<file path="config.mk">
export PLATFORM = sky130hd
export DESIGN_NAME = sbt_top
export DESIGN_NICKNAME = d
export VERILOG_FILES = /design/src/rtl/sbt_pkg.sv /design/src/rtl/sbt_top.sv /design/src/rtl/sbt_sync.sv /design/src/rtl/sbt_prescale.sv
export SDC_FILE = /design/constraint.sdc
export NUM_CORES = 1
export LEC_CHECK = 0
export BUFFER_PORTS_ARGS = -buffer_cell sky130_fd_sc_hd__clkbuf_2
export CORE_ASPECT_RATIO = 0.9
export CORE_MARGIN = 1
export CORE_UTILIZATION = 56
export CTS_CLUSTER_DIAMETER = 80
export DETAILED_ROUTE_END_ITERATION = 16
export PLACE_DENSITY = 0.8
export SKIP_LAST_GASP = 1
export SLEW_MARGIN = 20
export SYNTH_ARGS = -nofsm -noshare
export SYNTH_HDL_FRONTEND = slang
export SYNTH_SLANG_ARGS = --single-unit
</file>
<file path="constraint.sdc">
create_clock -name ref_clk_in -period 2.1 [get_ports ref_clk_in]
set_input_delay 0.21 -clock ref_clk_in [delete_from_list [all_inputs] [get_ports ref_clk_in]]
set_output_delay 0.21 -clock ref_clk_in [all_outputs]
set_load 0.02 [all_outputs]
</file>
<file path="src/rtl/sbt_pkg.sv">
// Package: register map, field layout and carrier types of the 16-bit timer
package sbt_pkg;

    localparam int ADDR_W = 3;
    localparam int DATA_W = 8;

    // ****************************************
    // Register offsets
    // ****************************************
    localparam logic [ADDR_W-1:0] OFF_COUNT_LOW   = 3'h0;
    localparam logic [ADDR_W-1:0] OFF_COUNT_HIGH  = 3'h1;
    localparam logic [ADDR_W-1:0] OFF_CONTROL     = 3'h2;
    localparam logic [ADDR_W-1:0] OFF_FLAGS_TWO   = 3'h3;
    localparam logic [ADDR_W-1:0] OFF_ENABLES_TWO = 3'h4;
    localparam logic [ADDR_W-1:0] OFF_PRIOR_TWO   = 3'h5;

    // ****************************************
    // Control register fields and overflow flag bit
    // ****************************************
    localparam int BIT_WIDE_ACCESS  = 7;
    localparam int BIT_ASSIGN_HI    = 6;
    localparam int BIT_PRESCALE_HI  = 5;
    localparam int BIT_PRESCALE_LO  = 4;
    localparam int BIT_ASSIGN_LO    = 3;
    localparam int BIT_EXT_SYNC     = 2;
    localparam int BIT_SOURCE_SEL   = 1;
    localparam int BIT_COUNTER_ON   = 0;
    localparam int BIT_OVERFLOW     = 1;

    // ****************************************
    // Reset values and constants
    // ****************************************
    localparam logic [DATA_W-1:0] CONTROL_RESET = 8'h00;
    localparam logic [DATA_W-1:0] BYTE_ZERO     = 8'h00;
    localparam logic [15:0]       COUNT_ZERO    = 16'h0000;
    localparam logic [15:0]       COUNT_MAX     = 16'hFFFF;
    localparam logic [15:0]       COUNT_ONE     = 16'h0001;
    localparam logic [3:0]        MODE_SPECIAL_TRIG = 4'hB;
    localparam int                PRESC_W       = 3;

    typedef struct packed
    {
        logic       pulse;
        logic [3:0] mode;
    } sbt_trig_t;

endpackage

</file>
<file path="src/rtl/sbt_top.sv">
// 16-bit up-counter with buffered wide access, trigger reset and overflow flag
//
// Decided for this implementation: the address map and the strobed register port.
`timescale 1ns/1ps
module sbt_top
    import sbt_pkg::*;
(
    input  wire logic                ref_clk_in,
    input  wire logic                nrst_in,
    input  wire logic [ADDR_W-1:0]   addr_in,
    input  wire logic [DATA_W-1:0]   wdata_in,
    input  wire logic                wr_in,
    input  wire logic                rd_in,
    output logic      [DATA_W-1:0]   rdata_out,
    input  wire logic                aux_osc_in,
    input  wire logic                aux_osc_enable_in,
    input  wire sbt_pkg::sbt_trig_t  cmp1_trig_in,
    input  wire sbt_pkg::sbt_trig_t  cmp2_trig_in,
    input  wire logic                adc_enable_in,
    output logic                     adc_start_out,
    output logic                     irq_out,
    output logic                     irq_priority_out,
    output logic      [15:0]         count_out
);
    import sbt_pkg::*;

    // ****************************************
    // State
    // ****************************************
    typedef struct packed
    {
        logic [15:0]       count;
        logic [DATA_W-1:0] hold;
        logic [DATA_W-1:0] ctrl;
        logic              ovf;
        logic              ovf_en;
        logic              ovf_pri;
        logic [DATA_W-1:0] rdata;
        logic              adc_start;
    } sbt_state_t;

    sbt_state_t st_reg;
    sbt_state_t st_next;

    logic aux_rise;
    logic raw_tick;
    logic inc_tick;
    logic wide;
    logic wr_low;
    logic wr_high;
    logic rd_low;
    logic trig_hit;
    logic trig_ok;
    logic async_mode;
    logic ovf_set;

    function automatic logic trig_fire(input sbt_trig_t t);
        return t.pulse && (t.mode == MODE_SPECIAL_TRIG);
    endfunction

    function automatic logic [DATA_W-1:0] bit_byte(input logic b, input int pos);
        return DATA_W'({7'h00, b} << pos);
    endfunction

    // ****************************************
    // Count source and prescaler
    // ****************************************
    sbt_sync u_aux_sync
    (
        .ref_clk_in (ref_clk_in),
        .nrst_in    (nrst_in),
        .pin_in     (aux_osc_in),
        .level_out  (),
        .rise_out   (aux_rise)
    );

    // Oscillator counts only when enabled by its own enable input aux_osc_enable_in as well
    assign raw_tick = st_reg.ctrl[BIT_COUNTER_ON]
                      && (st_reg.ctrl[BIT_SOURCE_SEL] ? (aux_rise && aux_osc_enable_in) : 1'b1);

    sbt_prescale u_presc
    (
        .ref_clk_in (ref_clk_in),
        .nrst_in    (nrst_in),
        .tick_in    (raw_tick),
        .clear_in   (wr_low),
        .ratio_in   (st_reg.ctrl[BIT_PRESCALE_HI:BIT_PRESCALE_LO]),
        .tick_out   (inc_tick)
    );

    // ****************************************
    // Decode
    // ****************************************
    assign wide    = st_reg.ctrl[BIT_WIDE_ACCESS];
    assign wr_low  = wr_in && (addr_in == OFF_COUNT_LOW);
    assign wr_high = wr_in && (addr_in == OFF_COUNT_HIGH);
    assign rd_low  = rd_in && (addr_in == OFF_COUNT_LOW);

    // Unit one follows this counter only with the upper assign bit; unit two with either
    assign trig_hit = (trig_fire(cmp1_trig_in) && st_reg.ctrl[BIT_ASSIGN_HI])
                      || (trig_fire(cmp2_trig_in)
                          && (st_reg.ctrl[BIT_ASSIGN_HI] || st_reg.ctrl[BIT_ASSIGN_LO]));
    // Unsynchronised external counting gives no reset guarantee, so it is dropped there
    assign async_mode = st_reg.ctrl[BIT_SOURCE_SEL] && st_reg.ctrl[BIT_EXT_SYNC];
    assign trig_ok    = trig_hit && !async_mode;

    // ****************************************
    // Next state
    // ****************************************
    always_comb
    begin
        st_next           = st_reg;
        st_next.adc_start = trig_fire(cmp2_trig_in) && adc_enable_in;
        st_next.rdata     = BYTE_ZERO;
        ovf_set           = 1'b0;

        if (wr_low)
        begin
            // Write wins over a trigger and an increment in the same cycle
            st_next.count[7:0]  = wdata_in;
            st_next.count[15:8] = wide ? st_reg.hold : st_reg.count[15:8];
        end
        else if (wr_high && !wide)
        begin
            st_next.count[15:8] = wdata_in;
        end
        else if (trig_ok)
        begin
            st_next.count = COUNT_ZERO;
        end
        else if (inc_tick)
        begin
            st_next.count = st_reg.count + COUNT_ONE;
            ovf_set       = (st_reg.count == COUNT_MAX);
        end

        if (wr_high && wide)
        begin
            st_next.hold = wdata_in;
        end
        if (rd_low && wide)
        begin
            st_next.hold = st_reg.count[15:8];
        end

        if (wr_in)
        begin
            case (addr_in)
                OFF_CONTROL:     st_next.ctrl    = wdata_in;
                OFF_FLAGS_TWO:   st_next.ovf     = wdata_in[BIT_OVERFLOW];
                OFF_ENABLES_TWO: st_next.ovf_en  = wdata_in[BIT_OVERFLOW];
                OFF_PRIOR_TWO:   st_next.ovf_pri = wdata_in[BIT_OVERFLOW];
                default:         st_next.ctrl    = st_next.ctrl;
            endcase
        end
        // A new overflow beats a software clear in the same cycle
        if (ovf_set)
        begin
            st_next.ovf = 1'b1;
        end

        if (rd_in)
        begin
            case (addr_in)
                OFF_COUNT_LOW:   st_next.rdata = st_reg.count[7:0];
                OFF_COUNT_HIGH:  st_next.rdata = wide ? st_reg.hold : st_reg.count[15:8];
                OFF_CONTROL:     st_next.rdata = st_reg.ctrl;
                OFF_FLAGS_TWO:   st_next.rdata = bit_byte(st_reg.ovf, BIT_OVERFLOW);
                OFF_ENABLES_TWO: st_next.rdata = bit_byte(st_reg.ovf_en, BIT_OVERFLOW);
                OFF_PRIOR_TWO:   st_next.rdata = bit_byte(st_reg.ovf_pri, BIT_OVERFLOW);
                default:         st_next.rdata = BYTE_ZERO;
            endcase
        end
    end

    always_ff @(posedge ref_clk_in)
    begin
        if (!nrst_in)
        begin
            st_reg         <= '0;
            st_reg.ctrl    <= CONTROL_RESET;
        end
        else
        begin
            st_reg <= st_next;
        end
    end

    // ****************************************
    // Outputs
    // ****************************************
    assign rdata_out        = st_reg.rdata;
    assign count_out        = st_reg.count;
    assign adc_start_out    = st_reg.adc_start;
    assign irq_out          = st_reg.ovf && st_reg.ovf_en;
    assign irq_priority_out = st_reg.ovf_pri;
endmodule

</file>
<file path="src/rtl/sbt_sync.sv">
// Three-flop synchroniser with agreement filter and rising-edge output
`timescale 1ns/1ps
module sbt_sync
    import sbt_pkg::*;
(
    input  wire logic ref_clk_in,
    input  wire logic nrst_in,
    input  wire logic pin_in,
    output logic      level_out,
    output logic      rise_out
);
    import sbt_pkg::*;

    typedef struct packed
    {
        logic s1;
        logic s2;
        logic s3;
        logic level;
    } sbt_sync_t;

    sbt_sync_t st_reg;
    sbt_sync_t st_next;

    always_comb
    begin
        st_next    = st_reg;
        st_next.s1 = pin_in;
        st_next.s2 = st_reg.s1;
        st_next.s3 = st_reg.s2;
        // Only stages two and three are looked at; stage one may be metastable
        if (st_reg.s2 == st_reg.s3)
        begin
            st_next.level = st_reg.s3;
        end
    end

    always_ff @(posedge ref_clk_in)
    begin
        if (!nrst_in)
        begin
            st_reg <= '0;
        end
        else
        begin
            st_reg <= st_next;
        end
    end

    assign level_out = st_reg.level;
    assign rise_out  = st_next.level && !st_reg.level;
endmodule

</file>
<file path="src/rtl/sbt_prescale.sv">
// Prescaler: divides count ticks by 1, 2, 4 or 8
`timescale 1ns/1ps
module sbt_prescale
    import sbt_pkg::*;
(
    input  wire logic       ref_clk_in,
    input  wire logic       nrst_in,
    input  wire logic       tick_in,
    input  wire logic       clear_in,
    input  wire logic [1:0] ratio_in,
    output logic            tick_out
);
    import sbt_pkg::*;

    typedef struct packed
    {
        logic [PRESC_W-1:0] cnt;
    } sbt_presc_t;

    sbt_presc_t         st_reg;
    sbt_presc_t         st_next;
    logic [PRESC_W-1:0] mask;

    always_comb
    begin
        mask    = PRESC_W'((1 << ratio_in) - 1);
        st_next = st_reg;
        if (clear_in)
        begin
            st_next.cnt = '0;
        end
        else if (tick_in)
        begin
            st_next.cnt = PRESC_W'(st_reg.cnt + 1'b1);
        end
    end

    // A clear swallows the tick of the same cycle so a written value is never bumped at once
    assign tick_out = tick_in && !clear_in && ((st_reg.cnt & mask) == mask);

    always_ff @(posedge ref_clk_in)
    begin
        if (!nrst_in)
        begin
            st_reg <= '0;
        end
        else
        begin
            st_reg <= st_next;
        end
    end
endmodule

</file>
==> results of run 1 <==
[layer usage]
layer / wire [um] / track usage, % / part of all wire, %
met2: 3440 / 44.4 / 43
met3: 642 / 5.66 / 8.0
met1: 3690 / 42.3 / 46
met5: 0 / 0 / 0
met4: 258 / 13.5 / 3.2
[worst max path at each step]
stage	depth (start not counted)	slack, ps	end	start
2_1_floorplan	7	290	count_out[2]$_SDFFE_PN0P_	addr_in[1]
3_3_place_gp	6	140	count_out[1]$_SDFFE_PN0P_	u_aux_sync.level_out$_SDFF_PN0_
3_5_place_dp	6	130	count_out[14]$_SDFFE_PN0P_	addr_in[0]
4_1_cts	6	160	count_out[5]$_SDFFE_PN0P_	u_aux_sync.level_out$_SDFF_PN0_
5_1_grt	6	60	count_out[5]$_SDFFE_PN0P_	st_reg[13]$_SDFFE_PN0P_
6_report	5	150	count_out[11]$_SDFFE_PN0P_	st_reg[13]$_SDFFE_PN0P_
[per-stage QoR]
stage                     hold slack (ps)  power (uW)  cells  cell area (um^2)
after global routing                  103        1860    463              3370
after global placement                416        1220    455              3270
after floorplan                       337        1140    358              3040
after CTS                             101        1800    463              3360
after detailed placement              424        1220    455              3270
final                                 105        1790    463              3370
[worst max-delay path: cells and delay by family, from the launching register on]
kind	cells	cell delay, ps
AND/OR/NAND/NOR	3	860
AO/OA/AOI/OAI	2	560
flip-flops	1	410
[synth_stat cells, types with 8 or more instances]
master                     instances  share of area [%]
sky130_fd_sc_hd__nand3_1          11                1.8
sky130_fd_sc_hd__nor2_1           31                3.8
sky130_fd_sc_hd__o21ai_0          13                2.1
sky130_fd_sc_hd__nor2b_1          13                2.7
sky130_fd_sc_hd__o211a_1           8                2.6
sky130_fd_sc_hd__mux2i_1          31                 10
sky130_fd_sc_hd__o22ai_1           8                1.6
sky130_fd_sc_hd__clkbuf_1         13                1.6
sky130_fd_sc_hd__nand2_1          38                4.7
sky130_fd_sc_hd__buf_4            25                6.2
sky130_fd_sc_hd__dfxtp_1          51                 34
sky130_fd_sc_hd__nor3_1           10                1.6
[what timing repair did]
| item | 4_1_cts | 5_1_grt |
|---|---|---|
| endpoints found under the hold margin | 0 | 0 |
| setup buffers | 0 | 0 |
| resized for setup | 0 | 1 |
| endpoints found under the setup margin | 0 | 2 |
[report_power, final]
part,switching (uW),internal [uW]
registers,15.3,980
clock network,350,239
logic,121,84.5
[placed cells by master, fill, tap and decap left out, types with 3 or more instances in the layout]
master and n:
sky130_fd_sc_hd__and2_1 6, sky130_fd_sc_hd__nand2b_1 3, sky130_fd_sc_hd__nand3_1 11, sky130_fd_sc_hd__nor4_1 4, sky130_fd_sc_hd__o21ai_0 13, sky130_fd_sc_hd__or2_2 3, sky130_fd_sc_hd__mux2_2 4, sky130_fd_sc_hd__nand4b_1 4
sky130_fd_sc_hd__inv_1 3, sky130_fd_sc_hd__o211a_1 8, sky130_fd_sc_hd__a21boi_0 4, sky130_fd_sc_hd__a211oi_1 4, sky130_fd_sc_hd__dfxtp_1 51, sky130_fd_sc_hd__a21oi_1 6, sky130_fd_sc_hd__nor2b_1 13, sky130_fd_sc_hd__mux2i_1 31
sky130_fd_sc_hd__nor2_1 31, sky130_fd_sc_hd__and3_1 5, sky130_fd_sc_hd__nand2_1 38, sky130_fd_sc_hd__clkbuf_8 5, sky130_fd_sc_hd__nand4_1 3, sky130_fd_sc_hd__buf_4 20, sky130_fd_sc_hd__nor3_1 10, sky130_fd_sc_hd__o32a_1 4
sky130_fd_sc_hd__o22ai_1 8, sky130_fd_sc_hd__o211ai_1 3, sky130_fd_sc_hd__clkbuf_2 54, sky130_fd_sc_hd__a31oi_1 3
[final cells by class]
class	instances	area (um^2)	area share [%]
Inverter	3	11.3	0.335
Tap cell	67	83.8	2.49
Sequential cell	51	1020	30.3
Timing Repair Buffer	74	420	12.5
Multi-Input combinational cell	260	1740	51.6
Clock buffer	5	68.8	2.04
Clock inverter	3	25.0	0.743
[cell families (layout without fill, tap and decap cells)]
group                      Yosys count  in the layout  synth area share [%]
and+or+nand+nor                    141            141                  23.7
AOI/OAI and AO/OA                   79             79                  19.9
DFF                                 51             51                  33.6
buffers and inverters               47             85                  9.47
muxes                               35             35                  11.7
xor gates and xnor gates             3              3                 0.864
adders and majority gates            2              2                 0.823
==> implementation parameters, run 1 <==
Parameter                              Value

Critical path
  Worst r2r path cells ... 5
  Largest fanout on the critical path ... 8
  FF-to-FF End ... count_out[11]$_SDFFE_PN0P_
  Kind of critical path ... register to register
  Setup slack on the worst flop-to-flop path ... 150 ps
  Worst setup SP type ... register
  Highest-delay cell along the critical path ... sky130_fd_sc_hd__or3_1
  Slowest Stage Delay on Critical Path ... 500 ps
  Worst endpoint data arrival time ... 2130 ps
  Required time of the critical path ... 2290 ps
  Critical Path Sink Type ... register
  Critical-path cell list ... and2_1, nor3_1, or3_1, o21ai_2, o22ai_1
  Reg2reg start ... st_reg[13]$_SDFFE_PN0P_

Yosys
  Post-synth EDFFs ... 0
  Mean post-synth cell area ... 8.49 um^2
  Cell count after synthesis ... 358
  Number of register bits inferred by synthesis ... 51
  Count of yosys warnings during synthesis ... 0
  Total nets after synthesis ... 388
  Proportion of synthesized flip-flops having asynchronous set or reset ... 0%
  Seq/Total Area, Yosys ... approximately a third
  Cell area after synthesis ... just over 3000 um^2
  Unique masters post-synth ... 62
  Prevailing post-synth register cell ... sky130_fd_sc_hd__dfxtp_1

Clock tree
  Number of buffers created by CTS ... 5
  Clock insertion delay at the later pin of the skew report ... around 310 ps
  Count of hold buffers inserted by post-cts repair ... 0
  Maximum clock insertion buffer count ... 2
  Clock tree root buffer cell ... sky130_fd_sc_hd__clkbuf_8
  TritonCTS clock tree ... yes
  CTS Sinks ... 51
  Clock-pin transition on the worst setup and hold timing paths ... 100 ps
  Total number of H-tree levels ... 2

Floorplanning
  IO Pins ... 55
  Row cnt ... 25
  Chip Width ... ~80 um
  Starting density of the core ... slightly below 60%
  Chip height ... 71.9 um
  Core area ... 5260 um^2
  Area of the die ... 5730 um^2

STA
  Final critical path time including I/O delays and setup ... approximately 1900 ps
  Worst relative slew slack ... 62.6%
  Number of failing hold endpoints at the final stage ... 0
  FMAX ... between 500 and 600 MHz
  Setup ws final ... 152 ps
  Period utilization ... 92.8%
  # setup viols final ... 0
  Total negative setup slack ... 0 ps
  RSZ-0062 raised after global routing ... no
  Setup skew after layout ... 7.35 ps
  Slew of the pin with the lowest slew margin ... 561 ps
  Final number of max-transition violations ... 0

Power and ir drop
  Leak pwr ... 0.00143 uW
  Areal power density over the cells ... ~530 nW/um^2
  Highest ir drop seen on vdd ... 0.000338 V

Detailed routing
  Count of nets left with antenna violations after detail routing ... 0
  Starting DRC count in detailed routing ... 242
  Length of the first detailed-routing pass in iterations ... 5
  Via total after detailed routing ... 2848
  Vias per cell ... between 6 and 7
  Final routed wirelength across all metal layers ... 8030 um
  Final routed DRC violation total ... 0
  Routed length per instance ... approximately 17 um

Cells and area
  Count of antenna diodes in the layout ... 0
  Final layout net count ... 425
  Max FFs per register ... 18
  Area growth from synthesis to layout ... 10.7%
  Ratio of cells with drive above 1 in the final layout ... 25.3%
  Post-Route Utilization ... ~64%
  Number of filler instances in the final layout ... 466

Status
  Result of the run ... complete, no violations

Global route
  Global-route wire length before repair ... 13000 um
  Vias in the first global route ... 2623
  Antenna violations before repair ... 0
  Largest net degree at the start of global routing ... 23
  GR Overflow Total ... 0
  Global-route usage over all layers ... 30.0%

Worst hold path
  Hold/Removal Path Class ... input port to register
  Worst Hold End ... u_aux_sync.st_next[2]$_SDFF_PN0_
  Number of instances on the worst hold path ... 2
  Hold Crit Start ... aux_osc_in

Placed design
  Port Buffers ... 54
  Pre-CTS WS ... roughly 130 ps
  Last weighted congestion value of the routability-driven placer ... 0.996
  Detailed placer's ending HPWL ... 6040 um

Job
  Number of max-capacitance violations reported ... 0
Note: power is estimated with default switching activity, not from simulation.
==> inputs of run 2 (changes only) <==
BUFFER_PORTS_ARGS = -buffer_cell sky130_fd_sc_hd__buf_2   (was -buffer_cell sky130_fd_sc_hd__clkbuf_2)
==> implementation parameters, run 2 (synthesis gave the netlist of run 1 again) <==
Parameter                              Value

Status
  Result of the run ... complete, no violations

Cells and area
  Count of antenna diodes in the layout ... 0
  Final layout net count ... 424
  Max FFs per register ... 18
  Ratio of cells with drive above 1 in the final layout ... 24.8%
  Most common cell after layout, fill and taps aside ... sky130_fd_sc_hd__buf_2
  Area growth from synthesis to layout ... 11.7%
  Most frequent cells in the layout ... 54 x sky130_fd_sc_hd__buf_2, 51 x sky130_fd_sc_hd__dfxtp_1, 38 x sky130_fd_sc_hd__nand2_1, 31 x sky130_fd_sc_hd__nor2_1, 31 x sky130_fd_sc_hd__mux2i_1

STA
  Total negative setup slack ... 0 ps
  RSZ-0062 raised after global routing ... no
  Slew of the pin with the lowest slew margin ... approximately 680 ps
  FMAX ... slightly above 500 MHz
  Setup skew after layout ... roughly 16 ps
  # setup viols final ... 0
  Period utilization ... between 90% and 100%
  Number of failing hold endpoints at the final stage ... 0
  Final critical path time including I/O delays and setup ... 1970 ps
  Setup ws final ... 127 ps
  Worst relative slew slack ... 54.7%
  Final number of max-transition violations ... 0

Critical path
  Worst endpoint data arrival time ... approximately 2200 ps
  Highest-delay cell along the critical path ... sky130_fd_sc_hd__or3_1
  Required time of the critical path ... 2290 ps
  Worst setup SP type ... register
  Startpoint of the most critical setup path ... st_reg[13]$_SDFFE_PN0P_
  Worst r2r path cells ... 5
  Critical-path cell list ... and2_1, nor3_1, or3_1, o21ai_2, o22ai_1
  FF-to-FF End ... count_out[15]$_SDFFE_PN0P_
  Kind of critical path ... register to register
  Setup slack on the worst flop-to-flop path ... 130 ps
  Critical Path Sink Type ... register
  Reg2reg start ... st_reg[13]$_SDFFE_PN0P_
  Worst setup path endpoint ... count_out[15]$_SDFFE_PN0P_
  Slowest Stage Delay on Critical Path ... roughly 510 ps
  Largest fanout on the critical path ... 8

Global route
  GR Overflow Total ... 0
  Global-route wire length before repair ... 13100 um
  Global-route usage over all layers ... 30.3%
  Largest net degree at the start of global routing ... 17
  Vias in the first global route ... 2582
  Antenna violations before repair ... 0

Detailed routing
  Highest metal layer with signal wires ... met4
  WL met1 ... 3700 um
  Length of the first detailed-routing pass in iterations ... 5
  Final routed DRC violation total ... 0
  Vias per cell ... 6.29
  Routed length per instance ... 18.1 um
  Met3 wire length ... just under 700 um
  Count of nets left with antenna violations after detail routing ... 0
  Via total after detailed routing ... 2907
  Final routed wirelength across all metal layers ... 8370 um
  Starting DRC count in detailed routing ... 242
  Routed length on met2 ... 3720 um

Worst hold path
  Hold/Removal Path Class ... input port to register
  Hold Crit Start ... aux_osc_in

Clock tree
  Number of buffers created by CTS ... 5
  Clock insertion delay at the later pin of the skew report ... 320 ps
  CTS Sinks ... 51
  TritonCTS clock tree ... yes
  Setup Fix Bufs, Post-CTS ... 0
  Clock-pin transition on the worst setup and hold timing paths ... 90 ps
  Maximum clock insertion buffer count ... 2
  Clock tree root buffer cell ... sky130_fd_sc_hd__clkbuf_8
  Total number of H-tree levels ... 2

Floorplanning
  IO Pins ... 55
  Area of the die ... 5730 um^2
  Row cnt ... 25
  Chip Width ... 79.7 um
  Chip height ... 71.9 um
  Core area ... between 5000 and 6000 um^2
  Starting density of the core ... between 50 and 60%

Power and ir drop
  Highest ir drop seen on vdd ... 0.000346 V
  Leak pwr ... 0.00146 uW
  Sum of internal, switching and leakage power ... around 2000 uW
  Areal power density over the cells ... around 590 nW/um^2

Placed design
  Pre-CTS WS ... about 110 ps
  Port Buffers ... 54
  Detailed placer's ending HPWL ... 6180 um
  Last weighted congestion value of the routability-driven placer ... between 0.9 and 1

Job
  Number of max-capacitance violations reported ... 0
## run 2: changes by cell type in the layout (fill, tap and decap cells not counted)
cell                         change
sky130_fd_sc_hd__buf_2          +54
sky130_fd_sc_hd__buf_4           -1
sky130_fd_sc_hd__bufinv_16       +2
sky130_fd_sc_hd__clkbuf_1        +1
sky130_fd_sc_hd__clkbuf_2       -54
sky130_fd_sc_hd__clkinv_4        -2
sky130_fd_sc_hd__clkinvlp_4      -1
## run 2: layout make-up
| type | instances | area [um^2] |
|---|---|---|
| fillers | 473 | 1860 |
| multi-input cells | 260 | 1740 |
| flip-flops and latches | 51 | 1020 |
| repair buffers | 73 | 413 |
| well taps | 67 | 83.8 |
| clock buffers | 6 | 72.6 |
| clock inverters | 2 | 60.1 |
| inverters | 3 | 11.3 |
## run 2: power by group
group,leakage [uW],internal (uW),total [uW],switching (uW)
Combinational,0.000984,84.8,208,123
Sequential,0.000412,980,995,15.2
Clock,0.0000654,477,817,341
## run 2: routing by layer
layer  track usage, %  up-vias
met4             14.7        0
met5                0        -
li1                 -     1352
met3             4.28       26
met2             45.9      177
met1             42.2     1352
## run 2: how the worst min path moves through the flow
stage | endpoint | cells after the start
6_report | u_aux_sync.st_next[2]$_SDFF_PN0_ | 2
5_1_grt | u_aux_sync.st_next[2]$_SDFF_PN0_ | 2
3_3_place_gp | u_aux_sync.st_next[2]$_SDFF_PN0_ | 2
3_5_place_dp | u_aux_sync.st_next[2]$_SDFF_PN0_ | 2
4_1_cts | u_aux_sync.st_next[2]$_SDFF_PN0_ | 2
2_1_floorplan | u_aux_sync.st_next[2]$_SDFF_PN0_ | 1
## run 2: metrics by stage
stage	utilization, %	instances	hold slack (ps)	instance area (um^2)
after global placement	62.0	454	416	3260
after floorplan	-	358	337	3040
after detailed placement	62.0	454	421	3260
final	64.6	462	105	3400
after CTS	64.6	462	99.5	3390
after global routing	64.6	462	118	3400
## run 2: worst max-delay path, delay by kind of cell, from the launching register on
family	cells	cell delay, ps
DFF	1	420
AOI/OAI and AO/OA	2	560
and+or+nand+nor	3	870
## run 2: repair_timing
item                       in CTS  in global routing
setup endpoints to repair       0                  2
resized for setup               0                  1
hold buffers                    0                  0
